<file path="src/logic/flic_map.vh">
`ifndef FLIC_MAP_VH
`define FLIC_MAP_VH
// register byte offsets
`define FLIC_OFS_EN_A      8'h00
`define FLIC_OFS_EN_B      8'h04
`define FLIC_OFS_PRI_LO_A  8'h08
`define FLIC_OFS_PRI_HI_A  8'h0c
`define FLIC_OFS_PRI_LO_B  8'h10
`define FLIC_OFS_PRI_HI_B  8'h14
`define FLIC_OFS_TCTL      8'h18
`define FLIC_OFS_STATUS    8'h1c
`define FLIC_OFS_POWER     8'h20
// field positions
`define FLIC_GATE_BIT      7
`define FLIC_A_SRCS        7
`define FLIC_T_EXT0_TYPE   0
`define FLIC_T_EXT0_FLAG   1
`define FLIC_T_EXT1_TYPE   2
`define FLIC_T_EXT1_FLAG   3
`define FLIC_P_IDLE        0
`define FLIC_P_PDOWN       1
`define FLIC_S_ACT_LSB     16
`define FLIC_S_REQ_BIT     20
// source indices of the two external inputs
`define FLIC_SRC_EXT0      4'h0
`define FLIC_SRC_EXT1      4'h2
// reset values
`define FLIC_RST_BYTE      8'h00
`define FLIC_RST_TCTL      4'h0
`endif

</file>
<file path="src/logic/flic_ctrl.v">
// The register addresses and register access over APB were decided locally.
`timescale 1ns/100ps
`include "flic_map.vh"
module flic_ctrl #(
  parameter NSRC = 15,
  // polling order, entry 0 (low nibble) polled first
  parameter [59:0] RANK = 60'he_dcba_9876_5432_10
) (
  input  wire        clk_in,
  input  wire        rstn_in,
  input  wire        psel_in,
  input  wire        penable_in,
  input  wire        pwrite_in,
  input  wire [7:0]  paddr_in,
  input  wire [31:0] pwdata_in,
  output reg  [31:0] prdata_out,
  output reg         pready_out,
  output reg         pslverr_out,
  input  wire [1:0]  external_request_pin_in,
  input  wire [12:0] periph_req_in,
  input  wire        instr_start_in,
  input  wire        vector_ack_in,
  input  wire        isr_return_in,
  output reg         irq_req_out,
  output reg  [3:0]  irq_src_out,
  output reg  [1:0]  irq_lvl_out,
  output reg         idle_out,
  output reg         pdown_out,
  output reg         wake_out
);

  ////////////////////////////////////////////////////////////////////
  // registers and state
  reg  [7:0]  enable_reg_a;
  reg  [7:0]  enable_reg_b;
  reg  [7:0]  priority_low_reg_a;
  reg  [7:0]  priority_high_reg_a;
  reg  [7:0]  priority_low_reg_b;
  reg  [7:0]  priority_high_reg_b;
  reg  [1:0]  trig_type;
  reg  [3:0]  in_service;
  wire [1:0]  ext_req;
  wire [1:0]  ext_flag;
  wire [14:0] pending;
  wire [14:0] enables;
  wire [14:0] pri_lo;
  wire [14:0] pri_hi;
  wire [14:0] eligible;
  wire        global_irq_gate;
  wire        wr_en;
  wire        rd_en;
  wire        tctl_wr;
  wire        vec_take;
  reg  [31:0] next_rdata;
  reg         addr_ok;

  ////////////////////////////////////////////////////////////////////
  // source assembly
  // order: ext0, timer0, ext1, timer1, serial combined, serial tx,
  // serial rx, brownout, wdt/rtc, i2c, keyboard, comparators, spi,
  // capture/compare, eeprom write done
  assign pending = {periph_req_in[12:2], periph_req_in[1], ext_req[1],
                    periph_req_in[0], ext_req[0]};
  assign global_irq_gate = enable_reg_a[`FLIC_GATE_BIT];
  assign enables = {enable_reg_b, enable_reg_a[`FLIC_A_SRCS-1:0]};
  assign pri_lo  = {priority_low_reg_b, priority_low_reg_a[6:0]};
  assign pri_hi  = {priority_high_reg_b, priority_high_reg_a[6:0]};
  assign eligible = pending & enables & {NSRC{global_irq_gate}};

  ////////////////////////////////////////////////////////////////////
  // level of one source, two bits, larger is more urgent
  function [1:0] src_level;
    input [14:0] hi;
    input [14:0] lo;
    input [3:0]  s;
    begin
      src_level = {hi[s], lo[s]};
    end
  endfunction

  // highest level set plus one (0 when none) in a one-hot-per-level in-service vector
  function [2:0] top_active;
    input [3:0] act;
    begin
      if (act[3])
        top_active = 3'h4;
      else if (act[2])
        top_active = 3'h3;
      else if (act[1])
        top_active = 3'h2;
      else if (act[0])
        top_active = 3'h1;
      else
        top_active = 3'h0;
    end
  endfunction

  ////////////////////////////////////////////////////////////////////
  // arbitration: highest level first, polling order among equals
  reg        sel_found;
  reg [3:0]  sel_src;
  reg [1:0]  sel_lvl;
  reg [3:0]  cand;
  reg [1:0]  cand_lvl;
  integer    p;
  always @* begin
    sel_found = 1'b0;
    sel_src   = 4'h0;
    sel_lvl   = 2'h0;
    cand      = 4'h0;
    cand_lvl  = 2'h0;
    // walk from last polled to first, so earlier ranks replace ties
    for (p = NSRC - 1; p >= 0; p = p - 1) begin
      cand     = RANK[p*4 +: 4];
      cand_lvl = src_level(pri_hi, pri_lo, cand);
      if (cand < NSRC && eligible[cand]) begin
        if (!sel_found || cand_lvl > sel_lvl) begin
          sel_found = 1'b1;
          sel_src   = cand;
          sel_lvl   = cand_lvl;
        end else if (cand_lvl == sel_lvl) begin // ties only
          sel_src = cand;
        end
      end
    end
  end

  // preemption only by strictly higher level; level 3 blocks all
  wire [2:0] cur_top;
  wire       may_preempt;
  assign cur_top = top_active(in_service);
  assign may_preempt = sel_found && ({1'b0, sel_lvl} + 3'h1 > cur_top);

  ////////////////////////////////////////////////////////////////////
  // request to the core, taken at instruction boundaries
  assign vec_take = irq_req_out & vector_ack_in;
  always @(posedge clk_in) begin
    if (!rstn_in) begin
      irq_req_out <= 1'b0;
      irq_src_out <= 4'h0;
      irq_lvl_out <= 2'h0;
    end else if (vec_take) begin
      irq_req_out <= 1'b0;
    end else if (irq_req_out && !global_irq_gate) begin
      irq_req_out <= 1'b0; // gate closed before vectoring
    end else if (instr_start_in && !irq_req_out && may_preempt) begin
      irq_req_out <= 1'b1; // offer held until acked or gated
      irq_src_out <= sel_src;
      irq_lvl_out <= sel_lvl;
    end
  end

  // in-service levels: set on vectoring, top one cleared on return
  always @(posedge clk_in) begin
    if (!rstn_in) begin
      in_service <= 4'h0;
    end else begin
      if (isr_return_in) begin
        case (cur_top)
          3'h4: in_service[3] <= 1'b0;
          3'h3: in_service[2] <= 1'b0;
          3'h2: in_service[1] <= 1'b0;
          3'h1: in_service[0] <= 1'b0;
          default: in_service <= in_service;
        endcase
      end
      if (vec_take) begin
        in_service[irq_lvl_out] <= 1'b1; // nesting record
      end
    end
  end

  ////////////////////////////////////////////////////////////////////
  // external input conditioning
  assign tctl_wr = wr_en && (paddr_in == `FLIC_OFS_TCTL);
  genvar g;
  generate
    for (g = 0; g < 2; g = g + 1) begin : g_ext
      flic_ext_in u_ext (
        .clk_in       (clk_in),
        .rstn_in      (rstn_in),
        .pin_in       (external_request_pin_in[g]),
        .edge_mode_in (trig_type[g]),
        .hw_clr_in    (vec_take &&
                       irq_src_out == (g == 0 ? `FLIC_SRC_EXT0 : `FLIC_SRC_EXT1)),
        .sw_wr_in     (tctl_wr),
        .sw_val_in    (pwdata_in[2*g+1]),
        .req_out      (ext_req[g]),
        .flag_out     (ext_flag[g])
      );
    end
  endgenerate

  ////////////////////////////////////////////////////////////////////
  // power modes and wake-up
  wire wake_idle;
  wire wake_pd;
  wire ext_enabled_req;
  assign ext_enabled_req = (ext_req[0] & enables[0]) |
                           (ext_req[1] & enables[2]);
  assign wake_idle = idle_out && (|(pending & enables));
  assign wake_pd   = pdown_out && ext_enabled_req;
  always @(posedge clk_in) begin
    if (!rstn_in) begin
      idle_out  <= 1'b0; // reset ends idle
      pdown_out <= 1'b0;
      wake_out  <= 1'b0;
    end else begin
      wake_out <= wake_idle | wake_pd;
      if (wake_idle || wake_pd) begin
        idle_out  <= 1'b0; // wake wins over a same-cycle write
        pdown_out <= 1'b0;
      end else if (wr_en && paddr_in == `FLIC_OFS_POWER) begin
        idle_out  <= pwdata_in[`FLIC_P_IDLE];
        pdown_out <= pwdata_in[`FLIC_P_PDOWN];
      end
    end
  end

  ////////////////////////////////////////////////////////////////////
  // apb slave: one wait state, then pready with read data, or an error on any unmapped access, read or write
  assign wr_en = psel_in & penable_in & pready_out & pwrite_in;
  assign rd_en = psel_in & penable_in & ~pready_out;

  // read mux and address check
  always @* begin
    addr_ok    = 1'b1;
    next_rdata = 32'h0000_0000;
    case (paddr_in)
      `FLIC_OFS_EN_A:     next_rdata[7:0] = enable_reg_a;
      `FLIC_OFS_EN_B:     next_rdata[7:0] = enable_reg_b;
      `FLIC_OFS_PRI_LO_A: next_rdata[7:0] = priority_low_reg_a;
      `FLIC_OFS_PRI_HI_A: next_rdata[7:0] = priority_high_reg_a;
      `FLIC_OFS_PRI_LO_B: next_rdata[7:0] = priority_low_reg_b;
      `FLIC_OFS_PRI_HI_B: next_rdata[7:0] = priority_high_reg_b;
      `FLIC_OFS_TCTL:     next_rdata[3:0] = {ext_flag[1], trig_type[1],
                                             ext_flag[0], trig_type[0]};
      `FLIC_OFS_STATUS: begin
        next_rdata[14:0] = pending;
        next_rdata[`FLIC_S_ACT_LSB +: 4] = in_service;
        next_rdata[`FLIC_S_REQ_BIT] = irq_req_out;
      end
      `FLIC_OFS_POWER:    next_rdata[1:0] = {pdown_out, idle_out};
      default: addr_ok = 1'b0;
    endcase
  end

  // handshake and read data
  always @(posedge clk_in) begin
    if (!rstn_in) begin
      pready_out  <= 1'b0;
      pslverr_out <= 1'b0;
      prdata_out  <= 32'h0000_0000;
    end else begin
      pready_out  <= psel_in & penable_in & ~pready_out;
      pslverr_out <= rd_en & ~addr_ok;
      if (rd_en && !pwrite_in)
        prdata_out <= next_rdata;
    end
  end

  // writable registers
  always @(posedge clk_in) begin
    if (!rstn_in) begin
      enable_reg_a        <= `FLIC_RST_BYTE;
      enable_reg_b        <= `FLIC_RST_BYTE;
      priority_low_reg_a  <= `FLIC_RST_BYTE;
      priority_high_reg_a <= `FLIC_RST_BYTE;
      priority_low_reg_b  <= `FLIC_RST_BYTE;
      priority_high_reg_b <= `FLIC_RST_BYTE;
      trig_type           <= 2'h0;
    end else if (wr_en) begin
      case (paddr_in)
        `FLIC_OFS_EN_A:     enable_reg_a <= pwdata_in[7:0];
        `FLIC_OFS_EN_B:     enable_reg_b <= pwdata_in[7:0];
        `FLIC_OFS_PRI_LO_A: priority_low_reg_a  <= pwdata_in[7:0];
        `FLIC_OFS_PRI_HI_A: priority_high_reg_a <= pwdata_in[7:0];
        `FLIC_OFS_PRI_LO_B: priority_low_reg_b  <= pwdata_in[7:0];
        `FLIC_OFS_PRI_HI_B: priority_high_reg_b <= pwdata_in[7:0];
        `FLIC_OFS_TCTL: begin
          trig_type[0] <= pwdata_in[`FLIC_T_EXT0_TYPE];
          trig_type[1] <= pwdata_in[`FLIC_T_EXT1_TYPE];
        end
        default: trig_type <= trig_type;
      endcase
    end
  end

endmodule // flic_ctrl

</file>
<file path="src/logic/flic_ext_in.v">
`timescale 1ns/100ps
// conditions one external request pin: level or falling-edge detection
module flic_ext_in (
  input  wire clk_in,
  input  wire rstn_in,
  input  wire pin_in,
  input  wire edge_mode_in,
  input  wire hw_clr_in,
  input  wire sw_wr_in,
  input  wire sw_val_in,
  output wire req_out,
  output wire flag_out
);

  reg pin_q;
  reg pin_prev;
  reg flag;
  wire fall;

  // sample the pin once per cycle, keep previous sample
  always @(posedge clk_in) begin
    if (!rstn_in) begin
      pin_q    <= 1'b1;
      pin_prev <= 1'b1;
    end else begin
      pin_q    <= pin_in;
      pin_prev <= pin_q;
    end
  end

  assign fall = pin_prev & ~pin_q; // high sample then low sample

  // edge flag: a new edge wins over any clear in the same cycle
  always @(posedge clk_in) begin
    if (!rstn_in) begin
      flag <= 1'b0;
    end else if (edge_mode_in && fall) begin
      flag <= 1'b1;
    end else if (hw_clr_in) begin
      flag <= 1'b0; // cleared on vectoring
    end else if (sw_wr_in) begin
      flag <= sw_val_in;
    end
  end

  // level mode follows the low pin, edge mode uses the flag
  assign req_out  = edge_mode_in ? flag : ~pin_q;
  assign flag_out = flag;

endmodule // flic_ext_in

</file>
<file path="config.mk">
export PLATFORM = sky130hd
export DESIGN_NAME = flic_ctrl
export DESIGN_NICKNAME = d
export VERILOG_FILES = /design/src/logic/flic_ctrl.v /design/src/logic/flic_ext_in.v
export VERILOG_INCLUDE_DIRS = /design/src /design/src/logic
export SDC_FILE = /design/constraint.sdc
export NUM_CORES = 1
export LEC_CHECK = 0
export BUFFER_PORTS_ARGS = -buffer_cell sky130_fd_sc_hd__buf_2
export CORE_MARGIN = 3
export CORE_UTILIZATION = 45
export CTS_BUF_LIST = sky130_fd_sc_hd__clkbuf_16
export DETAILED_ROUTE_END_ITERATION = 7
export PLACE_DENSITY = 0.65
export REMOVE_ABC_BUFFERS = 1
export SKIP_CTS_REPAIR_TIMING = 1
export SYNTH_ARGS = -nofsm -noshare
export SYNTH_HDL_FRONTEND = slang
export SYNTH_SLANG_ARGS = --single-unit
</file>
<file path="constraint.sdc">
create_clock -name clk_in -period 61.8 [get_ports clk_in]
set_input_delay 6.18 -clock clk_in [delete_from_list [all_inputs] [get_ports clk_in]]
set_output_delay 6.18 -clock clk_in [all_outputs]
set_load 0.01 [all_outputs]
</file>
==> results.cfg <==
[cts]
cts_tree = yes
clkTransAtPathRegs_ns = 0.07
cts.htree.levels = 3
cts_made_buffers = 9
root_buffer = clkbuf_16
clock_sinks = 92
clk_latency_ns = 0.35
cts_buffer_depth = 2

[yosys]
netlist_top_cells_area = dfxtp_1, mux2i_1, ha_1
avgSynthCellArea_um2 = 8.10
synth_top_family_by_area = simple AND/OR/NAND/NOR gates
yosys.area_share.xor_xnor_pct = 0
ys_seq_area_share_pct = 30.1
ys_warn_count = 0
synth-edff-count = 0
synth_compound_area_share_pct = 24.5
synth_seq_cells = 92
yosys.cell_types.count = 70
ys.flop_type = dfxtp_1
synthSimpleGateAreaFrac_pct = 24.9
syn_area_um2 = 6110
yosysTopAreaCell = dfxtp_1
synth-async-reset-ratio_pct = 0
yosys.area_share.adder_pct = 6.55
synth_top_area_share_pct = 30.1
muxShareOfSynthArea_pct = 8.25
synth_cells = 755

[sta]
setup_viol = 0
drv_slew = 0
clock_skew_ns = 0.00707
fmax_mhz = 38.1
timing_hold_violations_final = 0
post-route-min-period_ns = 26.27
slew_headroom_pct = 34.6
rsz0062_at_grt = no
period_share_pct = 42.5
worst_pin_slew_ns = 0.976
finalSetupTns_ns = 0

[route]
wire_per_inst_um = 18.1
first_iter_violations = 511
antenna_violating_nets_post_route = 0
drc = 0
drt_pass1_iterations = 5
vias_per_cell = 5.93
vias = 5867
routed_wl_mm = 17.9

[finish]
num_antenna_cells = 0
syn_to_final_growth_pct = 12.0
nets = 907
drive_gt1_share_pct = 13.7
fill_cells = 1293

[setup_path]
crit_type = primary input to register
critPathSlowestCell = a21oi_1
cp-startpoint = periph_req_in[12]
cp-end-kind = register
r2r-start = enable_reg_a[7]
rr_worst_depth = 98
cp-endpoint = irq_src_out[3]
cp_data_required_time_ns = 62.07
r2r_end = irq_src_out[3]
crit_top_cell = ha_1
slowest_delay_ns = 0.53
reg2reg_slack_ns = 40.83
critPathArrivalTime_ns = 26.54
start_kind = primary input
crit_fanout = 9

[power_and_ir_drop]
power_density_nw_per_um2 = 17.7
power_mw = 0.121
cellLeakagePower_nw = 2.76
peakVddDrop_v = 0.0000126

[floorplan]
die_x_um = 123
start_util_pct = 47.3
rows = 41
core_um2 = 12900
dieArea_um2 = 15000
die_y_um = 123
ioPinCount = 107

[global_routing]
grt_pass1_vias = 5726
overflow = 0
antenna_found_initial = 0
grt_start_max_net_pins = 63
grt_usage_pct = 24.5
grt_pass1_wl_mm = 28.6

[run_status]
status = completed

[run]
max-cap-violations = 0

[place]
place_congestion = 0.904
port_buffers = 70
place_hpwl_mm = 13.6

[worst_hold_path]
hp-class = register to register
==> placed cells by master, fill, tap and decap left out, drive strengths merged, types with 15 or more instances in the layout <==
cell type  instances
mux2i             44
a21boi            30
buf               77
nor2b             58
nor2              26
ha                32
inv               36
a21o              15
a21oi             37
o21ai             33
dfxtp             92
nand2             88
a22oi             22
nand3             46
==> synthesized netlist by cell type (all sizes together) (9+ instances only) <==
library cell,instances
dfxtp,92
a21o,15
nand2b,12
nor2,26
nand3,46
or2,9
a22oi,22
a21boi,30
and2,12
clkbuf,25
mux2i,44
nor3,11
o21ai,33
inv,35
buf,17
nand2,88
ha,32
a21oi,37
nor2b,58
==> final cells by class <==
cell class,instances,area (µm²),area share [%]
clock buffers,9,225,3.29
clock inverters,7,58.8,0.859
inverters,35,131,1.92
multi-input cells,597,3970,58.0
flip-flops and latches,92,1840,26.9
well taps,172,215,3.14
repair buffers,77,403,5.88
==> power breakdown <==
group	internal, mW	switching (mW)
Sequential	0.0596	0.000151
Combinational	0.00242	0.00409
Clock	0.0308	0.0239
Total	0.0928	0.0281
==> flip-flops by register name (all words and copies together), names as in the netlist, 4 cells and up <==
register	count
priority_low_reg_b	8
enable_reg_a	8
prdata_out	20
priority_high_reg_b	8
priority_high_reg_a	8
in_service	4
irq_src_out	4
priority_low_reg_a	8
enable_reg_b	8
==> metrics by stage <==
step / cell area, µm² / cells / worst slack [ns] / hold slack [ns] / util, %
finish: 6850 / 989 / 35.53 / 0.443 / 53.0
global route: 6850 / 989 / 33.50 / 0.476 / 53.0
CTS: 6850 / 989 / 35.61 / 0.447 / 53.0
detailed placement: 6560 / 973 / 35.30 / 0.432 / 50.8
global placement: 6560 / 973 / 35.84 / 0.429 / 50.8
floorplan: 5940 / 724 / 38.17 / 0.408 / -
==> per-layer routing <==
| metal | global-route usage [%] | routed length (µm) | vias to the layer above |
|---|---|---|---|
| met5 | 0 | 0 | - |
| met4 | 8.40 | 274 | 0 |
| met3 | 3.36 | 1350 | 18 |
| met2 | 41.0 | 8320 | 240 |
| met1 | 32.5 | 8000 | 2776 |
| li1 | - | - | 2833 |
==> how the worst min path moves through the flow <==
| stage | from | end | depth (start not counted) |
|---|---|---|---|
| after global placement | g_ext[1].u_ext.pin_q | g_ext[1].u_ext.pin_prev | 2 |
| after detailed placement | g_ext[1].u_ext.pin_q | g_ext[1].u_ext.pin_prev | 2 |
| final | g_ext[1].u_ext.pin_q | g_ext[1].u_ext.pin_prev | 2 |
| after global routing | g_ext[1].u_ext.pin_q | g_ext[1].u_ext.pin_prev | 2 |
| after CTS | g_ext[1].u_ext.pin_q | g_ext[1].u_ext.pin_prev | 2 |
| after floorplan | g_ext[1].u_ext.pin_q | g_ext[1].u_ext.pin_prev | 2 |
==> worst max-delay path, delay by kind of cell <==
| family | cells | cell delay (ns) |
|---|---|---|
| AOI/OAI and AO/OA | 43 | 8.99 |
| adders and majority gates | 16 | 4.44 |
| buffers and inverters | 5 | 0.43 |
| muxes | 5 | 1.73 |
| and+or+nand+nor | 29 | 4.73 |
==> logic make-up (layout without fill, tap and decap cells) <==
logic type	count (synthesis)	in the layout
flip-flops	92	92
AND/OR/NAND/NOR	292	292
other	1	12
adder cells (fa/ha/maj)	32	32
multiplexers	49	49
AO/OA/AOI/OAI	212	212
buffers and inverters	77	128
No activity file was read; power rests on OpenSTA's default activity.
